**src/pkg/cie_pkg.sv**
```systemverilog
// Purpose: constants for the interrupt and exception entry unit
// Assumes: 32-bit data, AXI4-Lite register port, single clock
// Notes: event codes and vector offsets are fixed by the core
package cie_pkg;
  localparam int ADDR_W = 8;
  localparam int DATA_W = 32;
  // Register byte offsets
  localparam logic [ADDR_W-1:0] OFS_CTRL = 8'h00;
  localparam logic [ADDR_W-1:0] OFS_STATUS = 8'h04;
  localparam logic [ADDR_W-1:0] OFS_VBR = 8'h08;
  localparam logic [ADDR_W-1:0] OFS_SPC = 8'h0C;
  localparam logic [ADDR_W-1:0] OFS_SSR = 8'h10;
  localparam logic [ADDR_W-1:0] OFS_SGR = 8'h14;
  localparam logic [ADDR_W-1:0] OFS_INTERRUPT_EVENT_CODE = 8'h18;
  localparam logic [ADDR_W-1:0] OFS_EXCEPTION_EVENT_CODE = 8'h1C;
  // Control register fields
  localparam int CTRL_NMI_BLOCK_ACCEPT = 0;
  // Status word fields
  localparam int SR_IMASK_LO = 4;
  localparam int SR_BL = 28;
  localparam int SR_RB = 29;
  localparam int SR_MD = 30;
  localparam logic [DATA_W-1:0] SR_RESET = 32'h700000F0;
  // Event codes and vector offsets
  localparam logic [DATA_W-1:0] CODE_NMI = 32'h000001C0;
  localparam logic [DATA_W-1:0] CODE_IRL_BASE = 32'h00000200;
  localparam logic [DATA_W-1:0] CODE_IRL_STEP = 32'h00000020;
  localparam logic [DATA_W-1:0] CODE_MOD_MIN = 32'h00000400;
  localparam logic [DATA_W-1:0] CODE_MOD_MAX = 32'h00000B80;
  localparam logic [DATA_W-1:0] CODE_MANUAL_RESET = 32'h00000020;
  localparam logic [DATA_W-1:0] VEC_INTERRUPT = 32'h00000600;
  localparam logic [DATA_W-1:0] VEC_GENERAL = 32'h00000100;
  localparam logic [DATA_W-1:0] RESET_PC = 32'hA0000000;
  // AXI responses
  localparam logic [1:0] RESP_OKAY = 2'h0;
  localparam logic [1:0] RESP_SLVERR = 2'h2;
  // Exception sources in the double-access order
  typedef enum logic [2:0] {
    CIE_EXC_ADDR_ERR = 3'h0,
    CIE_EXC_TLB_MISS = 3'h1,
    CIE_EXC_PROT = 3'h2,
    CIE_EXC_INIT_WR = 3'h3,
    CIE_EXC_NONE = 3'h7
  } cie_exc_t;
endpackage

```
**src/cie_prio.sv**
```systemverilog
// Purpose: ranks pipeline exceptions of one instruction or branch pair
// Assumes: flags are valid in the cycle they are offered
// Notes: purely combinational
module cie_prio
  import cie_pkg::*;
(
  // Double access flags, per transfer: addr err, tlb miss, prot, init write
  input wire logic [3:0] first_xfer,
  input wire logic [3:0] second_xfer,
  // Pair flags, bit 0 branch, bit 1 slot
  input wire logic [1:0] reexec_l12,
  input wire logic [1:0] compl_l2,
  input wire logic [1:0] lvl3,
  input wire logic [1:0] lvl4,
  // Result
  output logic hit,
  output logic hit_slot,
  output logic hit_reexec,
  output logic hit_second,
  output cie_exc_t hit_kind
);
  import cie_pkg::*;
  always_comb begin
    hit = 1'b1;
    hit_slot = 1'b0;
    hit_reexec = 1'b1;
    hit_second = 1'b0;
    hit_kind = CIE_EXC_NONE;
    if (reexec_l12[0]) begin
      hit_slot = 1'b0;
    end else if (reexec_l12[1] || (|first_xfer) || (|second_xfer)) begin
      hit_slot = 1'b1;
      if (first_xfer[0]) hit_kind = CIE_EXC_ADDR_ERR;
      else if (first_xfer[1]) hit_kind = CIE_EXC_TLB_MISS;
      else if (first_xfer[2]) hit_kind = CIE_EXC_PROT;
      else if (first_xfer[3]) hit_kind = CIE_EXC_INIT_WR;
      else if (second_xfer[0]) begin
        hit_kind = CIE_EXC_ADDR_ERR;
        hit_second = 1'b1;
      end else if (second_xfer[1]) begin
        hit_kind = CIE_EXC_TLB_MISS;
        hit_second = 1'b1;
      end else if (second_xfer[2]) begin
        hit_kind = CIE_EXC_PROT;
        hit_second = 1'b1;
      end else if (second_xfer[3]) begin
        hit_kind = CIE_EXC_INIT_WR;
        hit_second = 1'b1;
      end
    end else if (compl_l2[0]) begin
      hit_reexec = 1'b0;
    end else if (compl_l2[1]) begin
      hit_reexec = 1'b0;
      hit_slot = 1'b1;
    end else if ((|lvl3) || (|lvl4)) begin
      hit_reexec = 1'b0;
    end else begin
      hit = 1'b0;
      hit_reexec = 1'b0;
    end
  end
endmodule

```
**src/cie_top.sv**
```systemverilog
// Purpose: interrupt and exception entry for the core
// Assumes: pipeline offers one boundary event per cycle at most
// Notes: registers over AXI4-Lite, redirect, manual_reset and pr_write_block are pulses
//
// Decided for this implementation: register access over AXI4-Lite and the address map.

// Notes on behaviour
// - NMI acceptance writes code 1C0
// - Entry saves return PC, status, stack
// - Entry sets BL MD RB, vectors 600 for irq, 100 for exception
// - NMI ignores mask, top priority
// - Control bit decides NMI under BL
// - Level irq needs BL clear, mask below
// - Level irq codes 200 to 3C0
// - Mask bits untouched on acceptance
// - Module irq code 400 to B80
// - Double access exception order fixed
// - Branch pair checked as one
// - Slot second transfer checked twice
// - Slot reexec blocks return address write
// - Return restores PC and status
// - Non-break exception under BL gives manual reset
// - Ordinary irq pends while BL set
// - Sleep accepts irq despite BL
// - Reexec saves faulting or slot PC
// - Completion saves next or destination
module cie_top
  import cie_pkg::*;
(
  // Clock and reset
  input wire logic aclk,
  input wire logic aresetn,
  // AXI4-Lite slave
  input wire logic [cie_pkg::ADDR_W-1:0] s_axi_awaddr,
  input wire logic s_axi_awvalid,
  output logic s_axi_awready,
  input wire logic [cie_pkg::DATA_W-1:0] s_axi_wdata,
  input wire logic [3:0] s_axi_wstrb,
  input wire logic s_axi_wvalid,
  output logic s_axi_wready,
  output logic [1:0] s_axi_bresp,
  output logic s_axi_bvalid,
  input wire logic s_axi_bready,
  input wire logic [cie_pkg::ADDR_W-1:0] s_axi_araddr,
  input wire logic s_axi_arvalid,
  output logic s_axi_arready,
  output logic [cie_pkg::DATA_W-1:0] s_axi_rdata,
  output logic [1:0] s_axi_rresp,
  output logic s_axi_rvalid,
  input wire logic s_axi_rready,
  // Interrupt controller
  input wire logic nmi_pin,
  input wire logic [3:0] encoded_irq_level,
  input wire logic mod_irq_req,
  input wire logic [3:0] mod_irq_level,
  input wire logic [cie_pkg::DATA_W-1:0] mod_irq_code,
  // Pipeline
  input wire logic boundary,
  input wire logic sleeping,
  input wire logic [cie_pkg::DATA_W-1:0] cur_pc,
  input wire logic [cie_pkg::DATA_W-1:0] next_pc,
  input wire logic [cie_pkg::DATA_W-1:0] branch_dest,
  input wire logic [cie_pkg::DATA_W-1:0] slot_pc,
  input wire logic in_branch_pair,
  input wire logic [cie_pkg::DATA_W-1:0] stack_gpr,
  input wire logic [3:0] first_xfer,
  input wire logic [3:0] second_xfer,
  input wire logic [1:0] reexec_l12,
  input wire logic [1:0] compl_l2,
  input wire logic [1:0] lvl3,
  input wire logic [1:0] lvl4,
  input wire logic [cie_pkg::DATA_W-1:0] exc_code,
  input wire logic user_break,
  input wire logic rte_exec,
  // Entry outputs
  output logic redirect,
  output logic [cie_pkg::DATA_W-1:0] redirect_pc,
  output logic manual_reset,
  output logic pr_write_block,
  output logic [cie_pkg::DATA_W-1:0] saved_r15,
  output logic [cie_pkg::DATA_W-1:0] status_word
);
  import cie_pkg::*;

  // ----------------------------------------
  // State
  // ----------------------------------------
  logic [DATA_W-1:0] sr_r;
  logic [DATA_W-1:0] vector_base_r;
  logic [DATA_W-1:0] saved_pc_r;
  logic [DATA_W-1:0] saved_status_r;
  logic [DATA_W-1:0] saved_r15_r;
  logic [DATA_W-1:0] interrupt_event_code_r;
  logic [DATA_W-1:0] exception_event_code_r;
  logic ctrl_nmi_accept_r;
  logic nmi_prev_r;
  logic nmi_pend_r;
  logic redirect_r;
  logic [DATA_W-1:0] redirect_pc_r;
  logic manual_reset_r;
  logic pr_block_r;

  // ----------------------------------------
  // Exception ranking
  // ----------------------------------------
  logic exc_hit;
  logic exc_slot;
  logic exc_reexec;
  logic exc_second;
  cie_exc_t exc_kind;

  cie_prio u_prio (
    .first_xfer(first_xfer),
    .second_xfer(second_xfer),
    .reexec_l12(reexec_l12),
    .compl_l2(compl_l2),
    .lvl3(lvl3),
    .lvl4(lvl4),
    .hit(exc_hit),
    .hit_slot(exc_slot),
    .hit_reexec(exc_reexec),
    .hit_second(exc_second),
    .hit_kind(exc_kind)
  );

  // ----------------------------------------
  // Acceptance
  // ----------------------------------------
  logic bl;
  logic [3:0] imask;
  logic nmi_edge;
  logic nmi_live;
  logic open_gate;
  logic take_nmi;
  logic take_irl;
  logic take_mod;
  logic take_int;
  logic take_exc;
  logic take_mreset;
  logic [DATA_W-1:0] int_code;
  logic [DATA_W-1:0] save_pc;
  logic [DATA_W-1:0] mod_code_clip;

  assign bl = sr_r[SR_BL];
  assign imask = sr_r[SR_IMASK_LO +: 4];
  assign nmi_edge = nmi_pin && !nmi_prev_r;
  assign nmi_live = nmi_edge || nmi_pend_r;
  assign open_gate = !bl || sleeping;

  always_comb begin
    take_nmi = 1'b0;
    take_irl = 1'b0;
    take_mod = 1'b0;
    take_exc = 1'b0;
    take_mreset = 1'b0;
    if (boundary) begin
      if (nmi_live && (open_gate || ctrl_nmi_accept_r)) begin
        take_nmi = 1'b1;
      end else if (open_gate && (imask < encoded_irq_level)) begin
        take_irl = 1'b1;
      end else if (open_gate && mod_irq_req && (imask < mod_irq_level)) begin
        take_mod = 1'b1;
      end else if (exc_hit || user_break) begin
        if (bl && !user_break) begin
          take_mreset = 1'b1;
        end else begin
          take_exc = 1'b1;
        end
      end
    end
  end
  assign take_int = take_nmi || take_irl || take_mod;

  always_comb begin
    mod_code_clip = mod_irq_code;
    if (mod_irq_code < CODE_MOD_MIN) mod_code_clip = CODE_MOD_MIN;
    if (mod_irq_code > CODE_MOD_MAX) mod_code_clip = CODE_MOD_MAX;
    if (take_nmi) begin
      int_code = CODE_NMI;
    // Level code from level 15 down
    end else if (take_irl) begin
      int_code = CODE_IRL_BASE + CODE_IRL_STEP * {28'h0, ~encoded_irq_level};
    end else begin
      int_code = mod_code_clip;
    end
  end

  always_comb begin
    save_pc = in_branch_pair ? branch_dest : next_pc;
    if (take_exc && exc_reexec) begin
      // Faulting or slot PC
      // Slot PC only when a branch pair was offered
      save_pc = (exc_slot && in_branch_pair) ? slot_pc : cur_pc;
    end
  end

  // ----------------------------------------
  // Core state update
  // ----------------------------------------
  logic wr_fire;
  logic [ADDR_W-1:0] wr_addr_r;
  logic [DATA_W-1:0] wr_data_r;
  logic aw_held_r;
  logic w_held_r;

  always_ff @(posedge aclk) begin
    if (!aresetn) begin
      sr_r <= SR_RESET;
      saved_pc_r <= '0;
      saved_status_r <= '0;
      saved_r15_r <= '0;
      interrupt_event_code_r <= '0;
      exception_event_code_r <= '0;
      redirect_r <= 1'b0;
      redirect_pc_r <= RESET_PC;
      manual_reset_r <= 1'b0;
      pr_block_r <= 1'b0;
    end else begin
      redirect_r <= 1'b0;
      manual_reset_r <= 1'b0;
      pr_block_r <= 1'b0;
      if (take_int || take_exc) begin
        saved_pc_r <= save_pc;
        saved_status_r <= sr_r;
        saved_r15_r <= stack_gpr;
        sr_r[SR_BL] <= 1'b1;
        sr_r[SR_MD] <= 1'b1;
        sr_r[SR_RB] <= 1'b1;
        redirect_r <= 1'b1;
        if (take_int) begin
          interrupt_event_code_r <= int_code;
          redirect_pc_r <= vector_base_r + VEC_INTERRUPT;
        end else begin
          exception_event_code_r <= exc_code;
          redirect_pc_r <= vector_base_r + VEC_GENERAL;
          pr_block_r <= exc_reexec && exc_slot && in_branch_pair;
        end
      end else if (take_mreset) begin
        sr_r <= SR_RESET;
        exception_event_code_r <= CODE_MANUAL_RESET;
        redirect_r <= 1'b1;
        redirect_pc_r <= RESET_PC;
        manual_reset_r <= 1'b1;
      end else if (rte_exec) begin
        sr_r <= saved_status_r;
        redirect_r <= 1'b1;
        redirect_pc_r <= saved_pc_r;
      end else if (wr_fire && wr_addr_r == OFS_STATUS) begin
        sr_r <= wr_data_r;
      end else if (wr_fire && wr_addr_r == OFS_SPC) begin
        saved_pc_r <= wr_data_r;
      end else if (wr_fire && wr_addr_r == OFS_SSR) begin
        saved_status_r <= wr_data_r;
      end
    end
  end

  // NMI edge and pending hold
  always_ff @(posedge aclk) begin
    if (!aresetn) begin
      nmi_prev_r <= 1'b0;
      nmi_pend_r <= 1'b0;
    end else begin
      nmi_prev_r <= nmi_pin;
      if (nmi_edge && !take_nmi) nmi_pend_r <= 1'b1;
      else if (take_nmi) nmi_pend_r <= 1'b0;
    end
  end

  // ----------------------------------------
  // AXI4-Lite write
  // ----------------------------------------
  assign wr_fire = aw_held_r && w_held_r && !s_axi_bvalid;

  always_ff @(posedge aclk) begin
    if (!aresetn) begin
      aw_held_r <= 1'b0;
      w_held_r <= 1'b0;
      wr_addr_r <= '0;
      wr_data_r <= '0;
      s_axi_awready <= 1'b0;
      s_axi_wready <= 1'b0;
      s_axi_bvalid <= 1'b0;
      s_axi_bresp <= RESP_OKAY;
      vector_base_r <= '0;
      ctrl_nmi_accept_r <= 1'b0;
    end else begin
      s_axi_awready <= !aw_held_r && !s_axi_awready && s_axi_awvalid;
      s_axi_wready <= !w_held_r && !s_axi_wready && s_axi_wvalid;
      if (s_axi_awvalid && s_axi_awready) begin
        aw_held_r <= 1'b1;
        wr_addr_r <= {s_axi_awaddr[ADDR_W-1:2], 2'b00};
      end
      if (s_axi_wvalid && s_axi_wready) begin
        w_held_r <= 1'b1;
        wr_data_r <= s_axi_wdata & {{8{s_axi_wstrb[3]}}, {8{s_axi_wstrb[2]}},
          {8{s_axi_wstrb[1]}}, {8{s_axi_wstrb[0]}}};
      end
      if (wr_fire) begin
        aw_held_r <= 1'b0;
        w_held_r <= 1'b0;
        s_axi_bvalid <= 1'b1;
        s_axi_bresp <= (wr_addr_r > OFS_EXCEPTION_EVENT_CODE) ? RESP_SLVERR : RESP_OKAY;
        if (wr_addr_r == OFS_CTRL) begin
          ctrl_nmi_accept_r <= wr_data_r[CTRL_NMI_BLOCK_ACCEPT];
        end
        if (wr_addr_r == OFS_VBR) vector_base_r <= wr_data_r;
      end else if (s_axi_bvalid && s_axi_bready) begin
        s_axi_bvalid <= 1'b0;
      end
    end
  end

  // ----------------------------------------
  // AXI4-Lite read
  // ----------------------------------------
  logic [DATA_W-1:0] rd_mux;
  logic rd_bad;

  always_comb begin
    rd_bad = 1'b0;
    unique case ({s_axi_araddr[ADDR_W-1:2], 2'b00})
      OFS_CTRL: rd_mux = {31'h0, ctrl_nmi_accept_r};
      OFS_STATUS: rd_mux = sr_r;
      OFS_VBR: rd_mux = vector_base_r;
      OFS_SPC: rd_mux = saved_pc_r;
      OFS_SSR: rd_mux = saved_status_r;
      OFS_SGR: rd_mux = saved_r15_r;
      OFS_INTERRUPT_EVENT_CODE: rd_mux = interrupt_event_code_r;
      OFS_EXCEPTION_EVENT_CODE: rd_mux = exception_event_code_r;
      default: begin
        rd_mux = '0;
        rd_bad = 1'b1;
      end
    endcase
  end

  always_ff @(posedge aclk) begin
    if (!aresetn) begin
      s_axi_arready <= 1'b0;
      s_axi_rvalid <= 1'b0;
      s_axi_rdata <= '0;
      s_axi_rresp <= RESP_OKAY;
    end else begin
      s_axi_arready <= !s_axi_arready && !s_axi_rvalid && s_axi_arvalid;
      if (s_axi_arvalid && s_axi_arready) begin
        s_axi_rvalid <= 1'b1;
        s_axi_rdata <= rd_mux;
        s_axi_rresp <= rd_bad ? RESP_SLVERR : RESP_OKAY;
      end else if (s_axi_rvalid && s_axi_rready) begin
        s_axi_rvalid <= 1'b0;
      end
    end
  end

  // ----------------------------------------
  // Outputs
  // ----------------------------------------
  assign redirect = redirect_r;
  assign redirect_pc = redirect_pc_r;
  assign manual_reset = manual_reset_r;
  assign pr_write_block = pr_block_r;
  assign saved_r15 = saved_r15_r;
  assign status_word = sr_r;
endmodule

```
**config.mk**
```make
export PLATFORM = sky130hd
export DESIGN_NAME = cie_top
export DESIGN_NICKNAME = d
export VERILOG_FILES = /design/src/pkg/cie_pkg.sv /design/src/cie_prio.sv /design/src/cie_top.sv
export SDC_FILE = /design/constraint.sdc
export NUM_CORES = 1
export LEC_CHECK = 0
export BUFFER_PORTS_ARGS = -buffer_cell sky130_fd_sc_hd__buf_4
export CAP_MARGIN = 25
export CORE_MARGIN = 1
export CORE_UTILIZATION = 53
export DETAILED_ROUTE_END_ITERATION = 8
export GPL_TIMING_DRIVEN = 1
export PLACE_DENSITY = 0.85
export SETUP_SLACK_MARGIN = 0.5
export SLEW_MARGIN = 20
export SYNTH_ARGS = -nofsm -noshare
export SYNTH_HDL_FRONTEND = slang
export SYNTH_SLANG_ARGS = --single-unit
```
**constraint.sdc**
```tcl
create_clock -name aclk -period 3.17 [get_ports aclk]
set_clock_uncertainty 0.2 [all_clocks]
set_input_delay 0.317 -clock aclk [delete_from_list [all_inputs] [get_ports aclk]]
set_output_delay 0.317 -clock aclk [all_outputs]
set_load 0.05 [all_outputs]
```
# Word level (Yosys, flattened, before mapping)
# Cells that the tools add are included.
# totals
mem_bits_rw,0
input_bits,314
output_inout_bits,140
register_bits,343
mem_bits_ro,0
latch_bits,0
mem_count,0
wordCells,203
# classes
multipliers,0
reduce_logical,75
add_sub_neg,3
n_eq_ne,16
magnitude_cmp,5
shifts,0
muxes,73
div_mod_pow,0
bitwise,4
# ops
cell,count
2-to-1 mux 32 bit,28
case mux 32 bit (8 select lines),1
2-to-1 mux 1 bit,42
"adder 32 x 11 -> 32 bit, second input constant",1
"adder 32 x 9 -> 32 bit, second input constant",1
AND 32 bit,1
"greater-than comparator 32 x 12 -> 1 bit, second input constant",1
"< comparator 32 x 11 -> 1 bit, second input constant",1
"equality test 6 x 3 -> 1 bit, second input constant",5
logical AND 1 bit,27
"equality test 6 x 2 -> 1 bit, second input constant",4
nonzero test 2 bit,7
"equality test 6 x 1 -> 1 bit, second input constant",2
"adder 10 x 9 -> 11 bit, first input constant",1
logical NOT 1 bit,11
logical OR 1 bit,10
AND reduction 2 bit,5
"greater-than comparator 8 x 5 -> 1 bit, second input constant",1
logical NOT 8 bit,1
< comparator 4 bit,2
OR reduction 2 bit,4
OR reduction 4 bit,2
OR reduction 8 bit,1
logical NOT 6 bit,1
9 further kinds,16

# Longest topological paths before layout
# Gate-level depths: netlist of the first run.
# depth
ltp_word,16
ltp_mapped,12
mapped_depth_nobuf,9

# Cells and area by module
# A second synthesis of the first run with hierarchy kept.
# hier_totals
hier_cells,1928
area_unflattened_um2,16195.5
# modules_own_cells
mod,n_inst,area_each_um2,seq_area_each_um2,cells_per_inst
cie_top,1,16050.4,6826.5,1907
cie_prio,1,145.1,0.0,21

# Worst setup path after synthesis of the first run
# OpenSTA, ideal clock, no wires.
# synth_timing
path_type,flip-flop to flip-flop
from,"register sr_r[5], in the netlist status_word[5]"
to,"register redirect_pc_r[13], in the netlist redirect_pc[13]"
synth_period_minus_slack_ps,3080
required_ps,2910
path_buffers,2
setup_time_ps,60
stages_incl_launch_ff,11
t_arrival_ps,2820
slack_ps,90
cell_sequence,dfxtp_1 -> ha_1 -> o211ai_1 -> a21oi_1 -> or2_2 -> clkbuf_1 -> a41oi_2 -> clkbuf_1 -> o2111ai_1 -> mux2_2 -> nand2_1
# synth_via
elab_chain_len,9
elab_cells_between_ends,26
classes_between,order compare (2); mux (18); reduce/logical (6)
# synth_lines
element,line_no,text
from (decl),cie_top.sv:88,logic [DATA_W-1:0] sr_r;
from (signal assigned),cie_top.sv:245,sr_r <= saved_status_r;
from (signal assigned),cie_top.sv:249,sr_r <= wr_data_r;
< comparator 4 bit (on tied branches),"cie_top.sv:161, cie_top.sv:159",
logical AND 1 bit (on tied branches),"cie_top.sv:161, cie_top.sv:159",
2-to-1 mux 1 bit (on tied branches),"cie_top.sv:161, cie_top.sv:159",
2-to-1 mux 1 bit (on tied branches),"cie_top.sv:159, cie_top.sv:157",
2-to-1 mux 1 bit (on tied branches),"cie_top.sv:157, cie_top.sv:156",
2-to-1 mux 1 bit or logical OR 1 bit (tied branches),"cie_top.sv:156, cie_top.sv:172",
logical OR 1 bit,cie_top.sv:172,assign take_int = take_nmi || take_irl || take_mod;
2-to-1 mux 32 bit or logical OR 1 bit (tied branches),"cie_top.sv:230, cie_top.sv:222",
2-to-1 mux 32 bit or nonzero test 3 bit (tied branches),--,
to (signal assigned),cie_top.sv:232,redirect_pc_r <= vector_base_r + VEC_INTERRUPT;
to (signal assigned),cie_top.sv:235,redirect_pc_r <= vector_base_r + VEC_GENERAL;
to (signal assigned),cie_top.sv:247,redirect_pc_r <= saved_pc_r;
to (decl),cie_top.sv:99,logic [DATA_W-1:0] redirect_pc_r;
# Several ways; a longest one is shown, not always the timed one.
# A chain may end at the register's enable or synchronous reset.

# Worst setup path after layout of the first run
# layout_timing
from,"register sr_r[7], in the netlist status_word[7]"
to,register saved_pc_r[6]
# layout_via
elab_chain_len,10
elab_cells_between_ends,30
classes_between,order compare (2); eq/ne (3); mux (17); reduce/logical (8)
# layout_lines
element,line_no,text
< comparator 4 bit (on tied branches),"cie_top.sv:161, cie_top.sv:159",
logical AND 1 bit (on tied branches),"cie_top.sv:161, cie_top.sv:159",
2-to-1 mux 1 bit (on tied branches),"cie_top.sv:161, cie_top.sv:159",
2-to-1 mux 1 bit (on tied branches),"cie_top.sv:159, cie_top.sv:157",
2-to-1 mux 1 bit (on tied branches),"cie_top.sv:157, cie_top.sv:156",
2-to-1 mux 1 bit or logical OR 1 bit (tied branches),"cie_top.sv:156, cie_top.sv:172",
logical OR 1 bit,cie_top.sv:172,
logical OR 1 bit,cie_top.sv:222,if (take_int || take_exc) begin
"inequality test 2 bit (no source line), or another cell as far along",--,
AND reduction 4 bit (no source line),--,
to (signal assigned),cie_top.sv:223,saved_pc_r <= save_pc;
to (signal assigned),cie_top.sv:251,saved_pc_r <= wr_data_r;
to (decl),cie_top.sv:90,logic [DATA_W-1:0] saved_pc_r;
# Several ways; a longest one is shown, not always the timed one.

==> metrics list, run 1 <==
* Final hold slack: 13.4 ps
- Via count of the first global-routing pass: 19136
* Slew Viols, Final: 0
- Avg Cell Area, Syn: 8.23 um^2
- Subtracting the final worst setup slack from the clock period gives 2780 ps.
- Timing analysis after detailed placement gives a worst setup slack of -8.57 ps.
- Number of instances in the synthesized netlist: 1975
* Power Density: 467 nW/um^2
- The worst setup path is launched from a register.
- Ranked by total cell area, the synthesized netlist is headed by sky130_fd_sc_hd__dfxtp_1 42%, sky130_fd_sc_hd__nand2_1 6.4%, sky130_fd_sc_hd__a21oi_1 6.3%.
- The largest total area in the synthesized netlist belongs to sky130_fd_sc_hd__dfxtp_1.
* Slew @ Worst Pin: 1020 ps
- Register area share after synthesis: 42.0%
* Stages on worst setup path: 11
- The clock reaches the later pin of the worst-skew pair after 540 ps.
- Top_reg_cell synth: sky130_fd_sc_hd__dfxtp_1
* Clock edge transition at the registers on the reported setup and hold paths: 60 ps
- The worst hold path belongs to the class input pin to register.
* Total overflow reported by the global router: 0
* Number of synthesized flops with an enable pin: 0
* Synth-to-layout area growth: 48.7%
* Total design power: 11.3 mW
- Fraction of synthesis flops using an asynchronous set or reset pin: 0%
- Counting the fill cells in the layout gives 1774.
- GP Congestion: 0.951
* Arrival time reported for the critical path endpoint: 2950 ps
- CP max FO: 8
- After synthesis, the netlist uses 72 different library cells.
- Delay contributed by the slowest stage of the critical path: 380 ps
- Dividing the detail-routed via count by the number of cells gives 6.72.
* Floorplan core area: 29900 um^2
- The routed design has 78000 um of wire.
* Worst Path Class, Setup: register to register
- The run finished, with violations left.
- Antenna violations before repair: 1
- The clock passes through at most 3 buffers.
- For this run, the top clock speed supported by timing is 360 MHz.
- The initial utilization of the core area, before any placement, comes to 54.4%.
- The post-route netlist has 29.5% of its cells at a drive strength greater than 1.
* CTS Buf Count: 37
- Counting both buffers and inverters, the worst setup path holds a total of 3.
* Crit share post-route: 87.7%
* First-pass detailed-route iteration total: 9
- The tree built by TritonCTS fans out to 341 sinks.
- Net total in the final layout: 2898
- Final Util: 80.9%
- Leak pwr: 9.63 nW
- Y dimension of the die: 177 um
* Total standard cell area after synthesis: 16300 um^2
- The synthesized design contains 341 register bits.
- Setup repair after global routing could not meet its margin everywhere.
* Vias: 20093
* Setup crit end kind: register
- Worst path top cell family by delay: compound AO/OA/AOI/OAI gates
- For this design the top-level I/O count stands at 454.
* Width of the chip: 177 um
- The checks that failed: design-rule violations.
- CTS tree: yes
- Relative max-transition margin: 32.1%
* Data required time of the critical path: 3340 ps
* Max cap viols: 0
- Final worst-path setup slack: 391 ps
- Walking the worst path, the cells encountered are ha_4, o211ai_1, a21oi_4, buf_12, nor2_4, nor2_4, buf_4, a21oi_4, clkbuf_16, a21oi_1, a31oi_2.
* WL per Instance: 26.1 um
- Cells on worst reg2reg path: 11
- For this run, design rule violations remaining after detail routing come to 13.
* Final antenna-violating net count: 0
* Count of standard-cell rows: 63
* Fin. Hold Viols: 0
* Count of input and output buffers: 447
* All-layer global routing usage: 45.6%
* Instance count along the most critical hold path: 4
- The die covers 31400 um^2.
- sky130_fd_sc_hd__dfxtp_1 is the most common cell in the netlist.
- Maximum level of the CTS H-tree: 2
- Entering global routing, the biggest net connects 80 pins.
* Slowest cell on the critical path: sky130_fd_sc_hd__dfxtp_4
- First-pass GRT wire length: 109000 um
- The detailed router finished its first iteration with 2969 violations.
- The cell sitting at the root of the clock tree is a sky130_fd_sc_hd__clkbuf_16.
- Number of endpoints failing setup at the final stage: 0
* Synthesis warning total: 0
* Top cells by count, synth: 341 x sky130_fd_sc_hd__dfxtp_1, 277 x sky130_fd_sc_hd__nand2_1, 206 x sky130_fd_sc_hd__a21oi_1, 160 x sky130_fd_sc_hd__nor2_1, 136 x sky130_fd_sc_hd__clkbuf_1
- Half-perimeter wire length of the detailed placement result: 48300 um
* Worst VDD drop: 0.000437 V
* Synth top area share: 42.0%
-- flip-flops by register name (all words and copies together), names as in the netlist, 6 cells and up --
name / count
status_word: 32
s_axi_rdata: 32
saved_pc_r: 32
redirect_pc: 32
vector_base_r: 32
wr_addr_r: 6
saved_status_r: 32
wr_data_r: 32
exception_event_code_r: 32
saved_r15: 32
interrupt_event_code_r: 32
-- power by group --
part           internal [mW]  switching (mW)  leakage (nW)
clock                   2.49            1.83         0.591
sequential              4.46           0.189          2.78
combinational           1.01            1.33          6.26
total                   7.96            3.34          9.63
-- what timing repair did --
item,in CTS,in global routing
buffers inserted,9,21
pin swaps,5,24
setup endpoints to repair,199,187
endpoints found under the hold margin,118,0
hold buffers,153,0
cloned,1,11
resized for setup,14,56
-- worst paths after layout --
kind,slack [ps],from,endpoint
max,390,status_word[7],saved_pc_r[6]
min,10,next_pc[24],saved_pc_r[24]
max reg2reg,390,status_word[7],saved_pc_r[6]
min reg2reg,250,interrupt_event_code_r[11],interrupt_event_code_r[11]
-- placed cells by master (no fill, tap or decap), types with 28 or more instances in the layout --
| master | count |
|---|---|
| sky130_fd_sc_hd__buf_4 | 534 |
| sky130_fd_sc_hd__mux2i_1 | 67 |
| sky130_fd_sc_hd__o21ai_0 | 63 |
| sky130_fd_sc_hd__mux2_2 | 45 |
| sky130_fd_sc_hd__buf_12 | 28 |
| sky130_fd_sc_hd__a22oi_1 | 111 |
| sky130_fd_sc_hd__nand2_1 | 275 |
| sky130_fd_sc_hd__clkbuf_16 | 47 |
| sky130_fd_sc_hd__and3_1 | 30 |
| sky130_fd_sc_hd__dfxtp_1 | 337 |
| sky130_fd_sc_hd__a31oi_1 | 86 |
| sky130_fd_sc_hd__a21oi_1 | 187 |
| sky130_fd_sc_hd__dlygate4sd3_1 | 153 |
| sky130_fd_sc_hd__nor2_1 | 155 |
| sky130_fd_sc_hd__o21ai_1 | 40 |
| sky130_fd_sc_hd__nand3_1 | 57 |
-- worst min-delay path, stage by stage --
cell,delay [ps]
sky130_fd_sc_hd__buf_4,80
sky130_fd_sc_hd__mux2_2,130
sky130_fd_sc_hd__a21oi_1,70
sky130_fd_sc_hd__a31oi_1,120
-- cell families after synthesis --
group | synth area share [%]
AOI/OAI and AO/OA | 26.2
and+or+nand+nor | 18.3
DFF | 42.0
buffers and inverters | 4.79
muxes | 7.77
adders and majority gates | 0.877
xor gates and xnor gates | 0.108
other | 0.0231
-- metrics by stage --
step	cell area [um^2]	instances	setup TNS (ps)
global route	24200	2992	0
finish	24200	2992	0
CTS	23400	2959	0
global placement	20500	2731	0
detailed placement	20500	2731	-8.57
floorplan	16400	1976	0
-- per-layer routing --
layer | global-route usage, % | wire length [um]
met5 | 0 | 0
met1 | 49.9 | 25600
met3 | 10.8 | 9530
met2 | 74.8 | 35200
met4 | 37.9 | 7760
-- cell type report --
cell class	count	area (um^2)	area share, %
Antenna cell	1	2.50	0.0104
Clock buffer	55	1090	4.53
Clock inverter	10	108	0.445
Inverter	19	76.3	0.316
Multi-Input combinational cell	1443	9110	37.7
Sequential cell	341	6840	28.3
Tap cell	390	488	2.02
Timing Repair Buffer	733	6460	26.7
Power figures use the tool's default switching activity.
==> run 2: changes to the inputs <==
Settings changed: CORE_AREA set to 2 2 177 179, CORE_MARGIN 1 to unset, CORE_UTILIZATION 53 to unset, DIE_AREA set to 0 0 179 181.
Clock period 3.17 ns to 3.4 ns, I/O delays scaled along.
==> run 2 against run 1 <==
Compared with the run above:
- sequential power shrank 7.1%
- the flow now finishes without violations
- total power shrank 11%
- cell count shrank 1.9%
- combinational power shrank 18%
- critical path type unchanged
- utilization shrank 4.9 points
- sequential cell count is the same
- largest cell class unchanged
- die area grew 3.2%
- fmax shrank 2.5%
- clock power shrank 10%
- count of clock-buffer cells in the layout is the same
- worst setup slack gained 160 ps
- largest power group unchanged
==> metrics list, run 2 (synthesis gave the netlist of run 1 again) <==
- First-pass detailed-route iteration total: 7
- Of the cells placed in the final design, the portion with a size suffix greater than 1 is 26.7%.
- Max cap viols: 0
- Placed Instances: 2714
- The worst path meets setup with 550 ps of slack.
- Result of the run: finished clean
- For this configuration, the core starts out at a cell density of 53.6%.
- The net count of the finished layout is 2836.
- Design internal power: 7.16 mW
- Of the total power, registers draw 42.7%.
- Along the worst path, the maximum fanout reaches 32.
- Slew @ Worst Pin: 920 ps
- Aggregate negative setup slack: 0 ps
- Floorplan core area: 30300 um^2
- Per report_power, the combinational group accounts for 18.8% of the total.
* Width of the chip: 179 um
* Clock edge transition at the registers on the reported setup and hold paths: 70 ps
- Input and output buffers added on the ports amount to 447.
- VDD sags by at most 0.000308 V.
- Data required time of the critical path: 3660 ps
- The final layout contains routed wiring with a total length of 71200 um.
- The floorplan step defined a die boundary enclosing 32400 um^2.
* Crit share post-route: 83.8%
* Clock network fraction of design power: 38.4%
- The number of pins with negative max-slew slack in the final report came to 0.
- In this run the count of I/O pins placed on the die edge is 454.
- OpenSTA, run right after detailed placement, puts the worst setup slack at 222 ps.
- After global routing the overflow that remains totals 0.
- Minimum setup slack among reg-to-reg paths: 550 ps
- Number of violations reported at the end of detailed-routing iteration 0: 2333
* Share of total power consumed by net switching: 29.1%
* All-layer global routing usage: 41.2%
* Leak pwr: 9.14 nW
* Maximum level of the CTS H-tree: 2
- The number of antenna violations at the first check in global routing came to 0.
* Total design power: 10.1 mW
- Counting along the longest clock path gives a buffer depth of 3.
- Using the TritonRoute via totals, the vias-per-cell ratio works out to 6.50.
- Power Density: 438 nW/um^2
- RSZ-0062 raised after global routing: no
* Residual DRC count: 0
- Most common cell after layout, fill and taps aside: sky130_fd_sc_hd__buf_4
- Clock tree synthesis inserted a total of 36 buffers.
- Relative max-transition margin: 38.7%
- Vias: 19093
- The routed design could run at a clock period as short as 2850 ps.
* Count of standard-cell rows: 64
- Max Clk Rate: 351 MHz
- Final standard cell count with taps included and fillers excluded: 2936
- Worst Path Class, Setup: register to register
* Largest net degree at the start of global routing: 128
- At the end of routability-driven placement, the weighted congestion stood at 0.930.
- CTS tree: yes
* Path type of the worst min-delay path: input pin to register
- Final antenna-violating net count: 0
- Commonest cells after routing, fill and taps aside: 503 x sky130_fd_sc_hd__buf_4, 337 x sky130_fd_sc_hd__dfxtp_1, 276 x sky130_fd_sc_hd__nand2_1, 202 x sky130_fd_sc_hd__a21oi_1, 155 x sky130_fd_sc_hd__nor2_1
* Number of endpoints failing setup at the final stage: 0
- Detailed placement ended at an HPWL of 46200 um.
- After detailed routing, the average wire length per cell comes to 24.3 um.
- First-pass GRT wire length: 103000 um
- The number of global-route vias before repair came to 18599.
* Arrival time reported for the critical path endpoint: 3110 ps
- The final hold violation count came to 0.
- Worst Setup Start Kind: register
- Setup crit end kind: register
- Source-to-sink clock delay at the later pin of the worst-skew pair: 530 ps
- For this design the total switching power over the nets is 2.94 mW.
- From bottom edge to top edge, the die measures 181 um.
- The root buffer cell chosen for the clock tree is sky130_fd_sc_hd__clkbuf_16.
- The clock drives 341 sinks.
- The area growth from synthesis to layout is 42.0%.
[run 2: cell count changes in the layout (fill, tap and decap cells not counted), sizes merged]
cell,change
clkinv,-1
or2,-1
clkbuf,-4
dlygate4sd3,-6
bufbuf,-1
buf,-49
[run 2: area by class of cell]
type,count,area [um^2]
well taps,396,495
multi-input cells,1442,8830
clock buffers,55,1050
diodes,1,2.50
clock inverters,9,87.6
repair buffers,673,5710
inverters,19,76.3
fillers,2073,7260
flip-flops and latches,341,6830
[run 2: metal layers]
metal | vias up | share of wire, % | GRT usage [%]
met5 | - | 0 | 0
met2 | 1434 | 47 | 69.3
met4 | 0 | 8.7 | 30.4
met3 | 380 | 11 | 7.68
li1 | 8357 | - | -
met1 | 8922 | 34 | 46.1
[run 2: path summary, 6_finish.rpt]
| path | start | to | cells after the start |
|---|---|---|---|
| setup / recovery | status_word[5] | saved_pc_r[8] | 12 |
| hold / removal | s_axi_wstrb[3] | wr_data_r[28] | 3 |
| setup reg to reg | status_word[5] | saved_pc_r[8] | 12 |
| hold reg to reg | interrupt_event_code_r[11] | interrupt_event_code_r[11] | 2 |
[run 2: critical path, cell delays in order (launching register included)]
cell and delay (ps):
sky130_fd_sc_hd__dfxtp_2 380, sky130_fd_sc_hd__ha_1 180, sky130_fd_sc_hd__or2_2 280, sky130_fd_sc_hd__a2111o_1 350, sky130_fd_sc_hd__nand3_4 150, sky130_fd_sc_hd__buf_8 160, sky130_fd_sc_hd__nor2_4 80, sky130_fd_sc_hd__buf_4 180
sky130_fd_sc_hd__a21oi_4 170, sky130_fd_sc_hd__buf_12 150, sky130_fd_sc_hd__clkbuf_16 240, sky130_fd_sc_hd__o21ai_1 80, sky130_fd_sc_hd__a31oi_1 150
[run 2: timing repair]
item,4_1_cts,5_1_grt
pin swaps,0,4
hold buffers,147,0
setup endpoints to repair,167,148
endpoints found under the hold margin,118,0
buffers inserted,1,3
cloned,0,6
gates resized for setup,7,15
[run 2: power by group through the flow]
stage	Combinational, mW	Clock (mW)	Sequential (mW)
floorplan	0.703	0	4.54
global placement	1.60	0	4.39
detailed placement	1.63	0	4.40
CTS	1.77	3.87	4.31
global route	1.99	4.02	4.33
finish	1.90	3.88	4.32
[run 2: per-stage QoR]
step / hold WS [ps] / utilization (%) / instance area, um^2
final: 27.3 / 76.1 / 23100
after global routing: 36.3 / 76.1 / 23100
after floorplan: 231 / - / 16300
after global placement: 246 / 66.4 / 20200
after detailed placement: 248 / 66.5 / 20200
after CTS: 5.80 / 75.2 / 22800
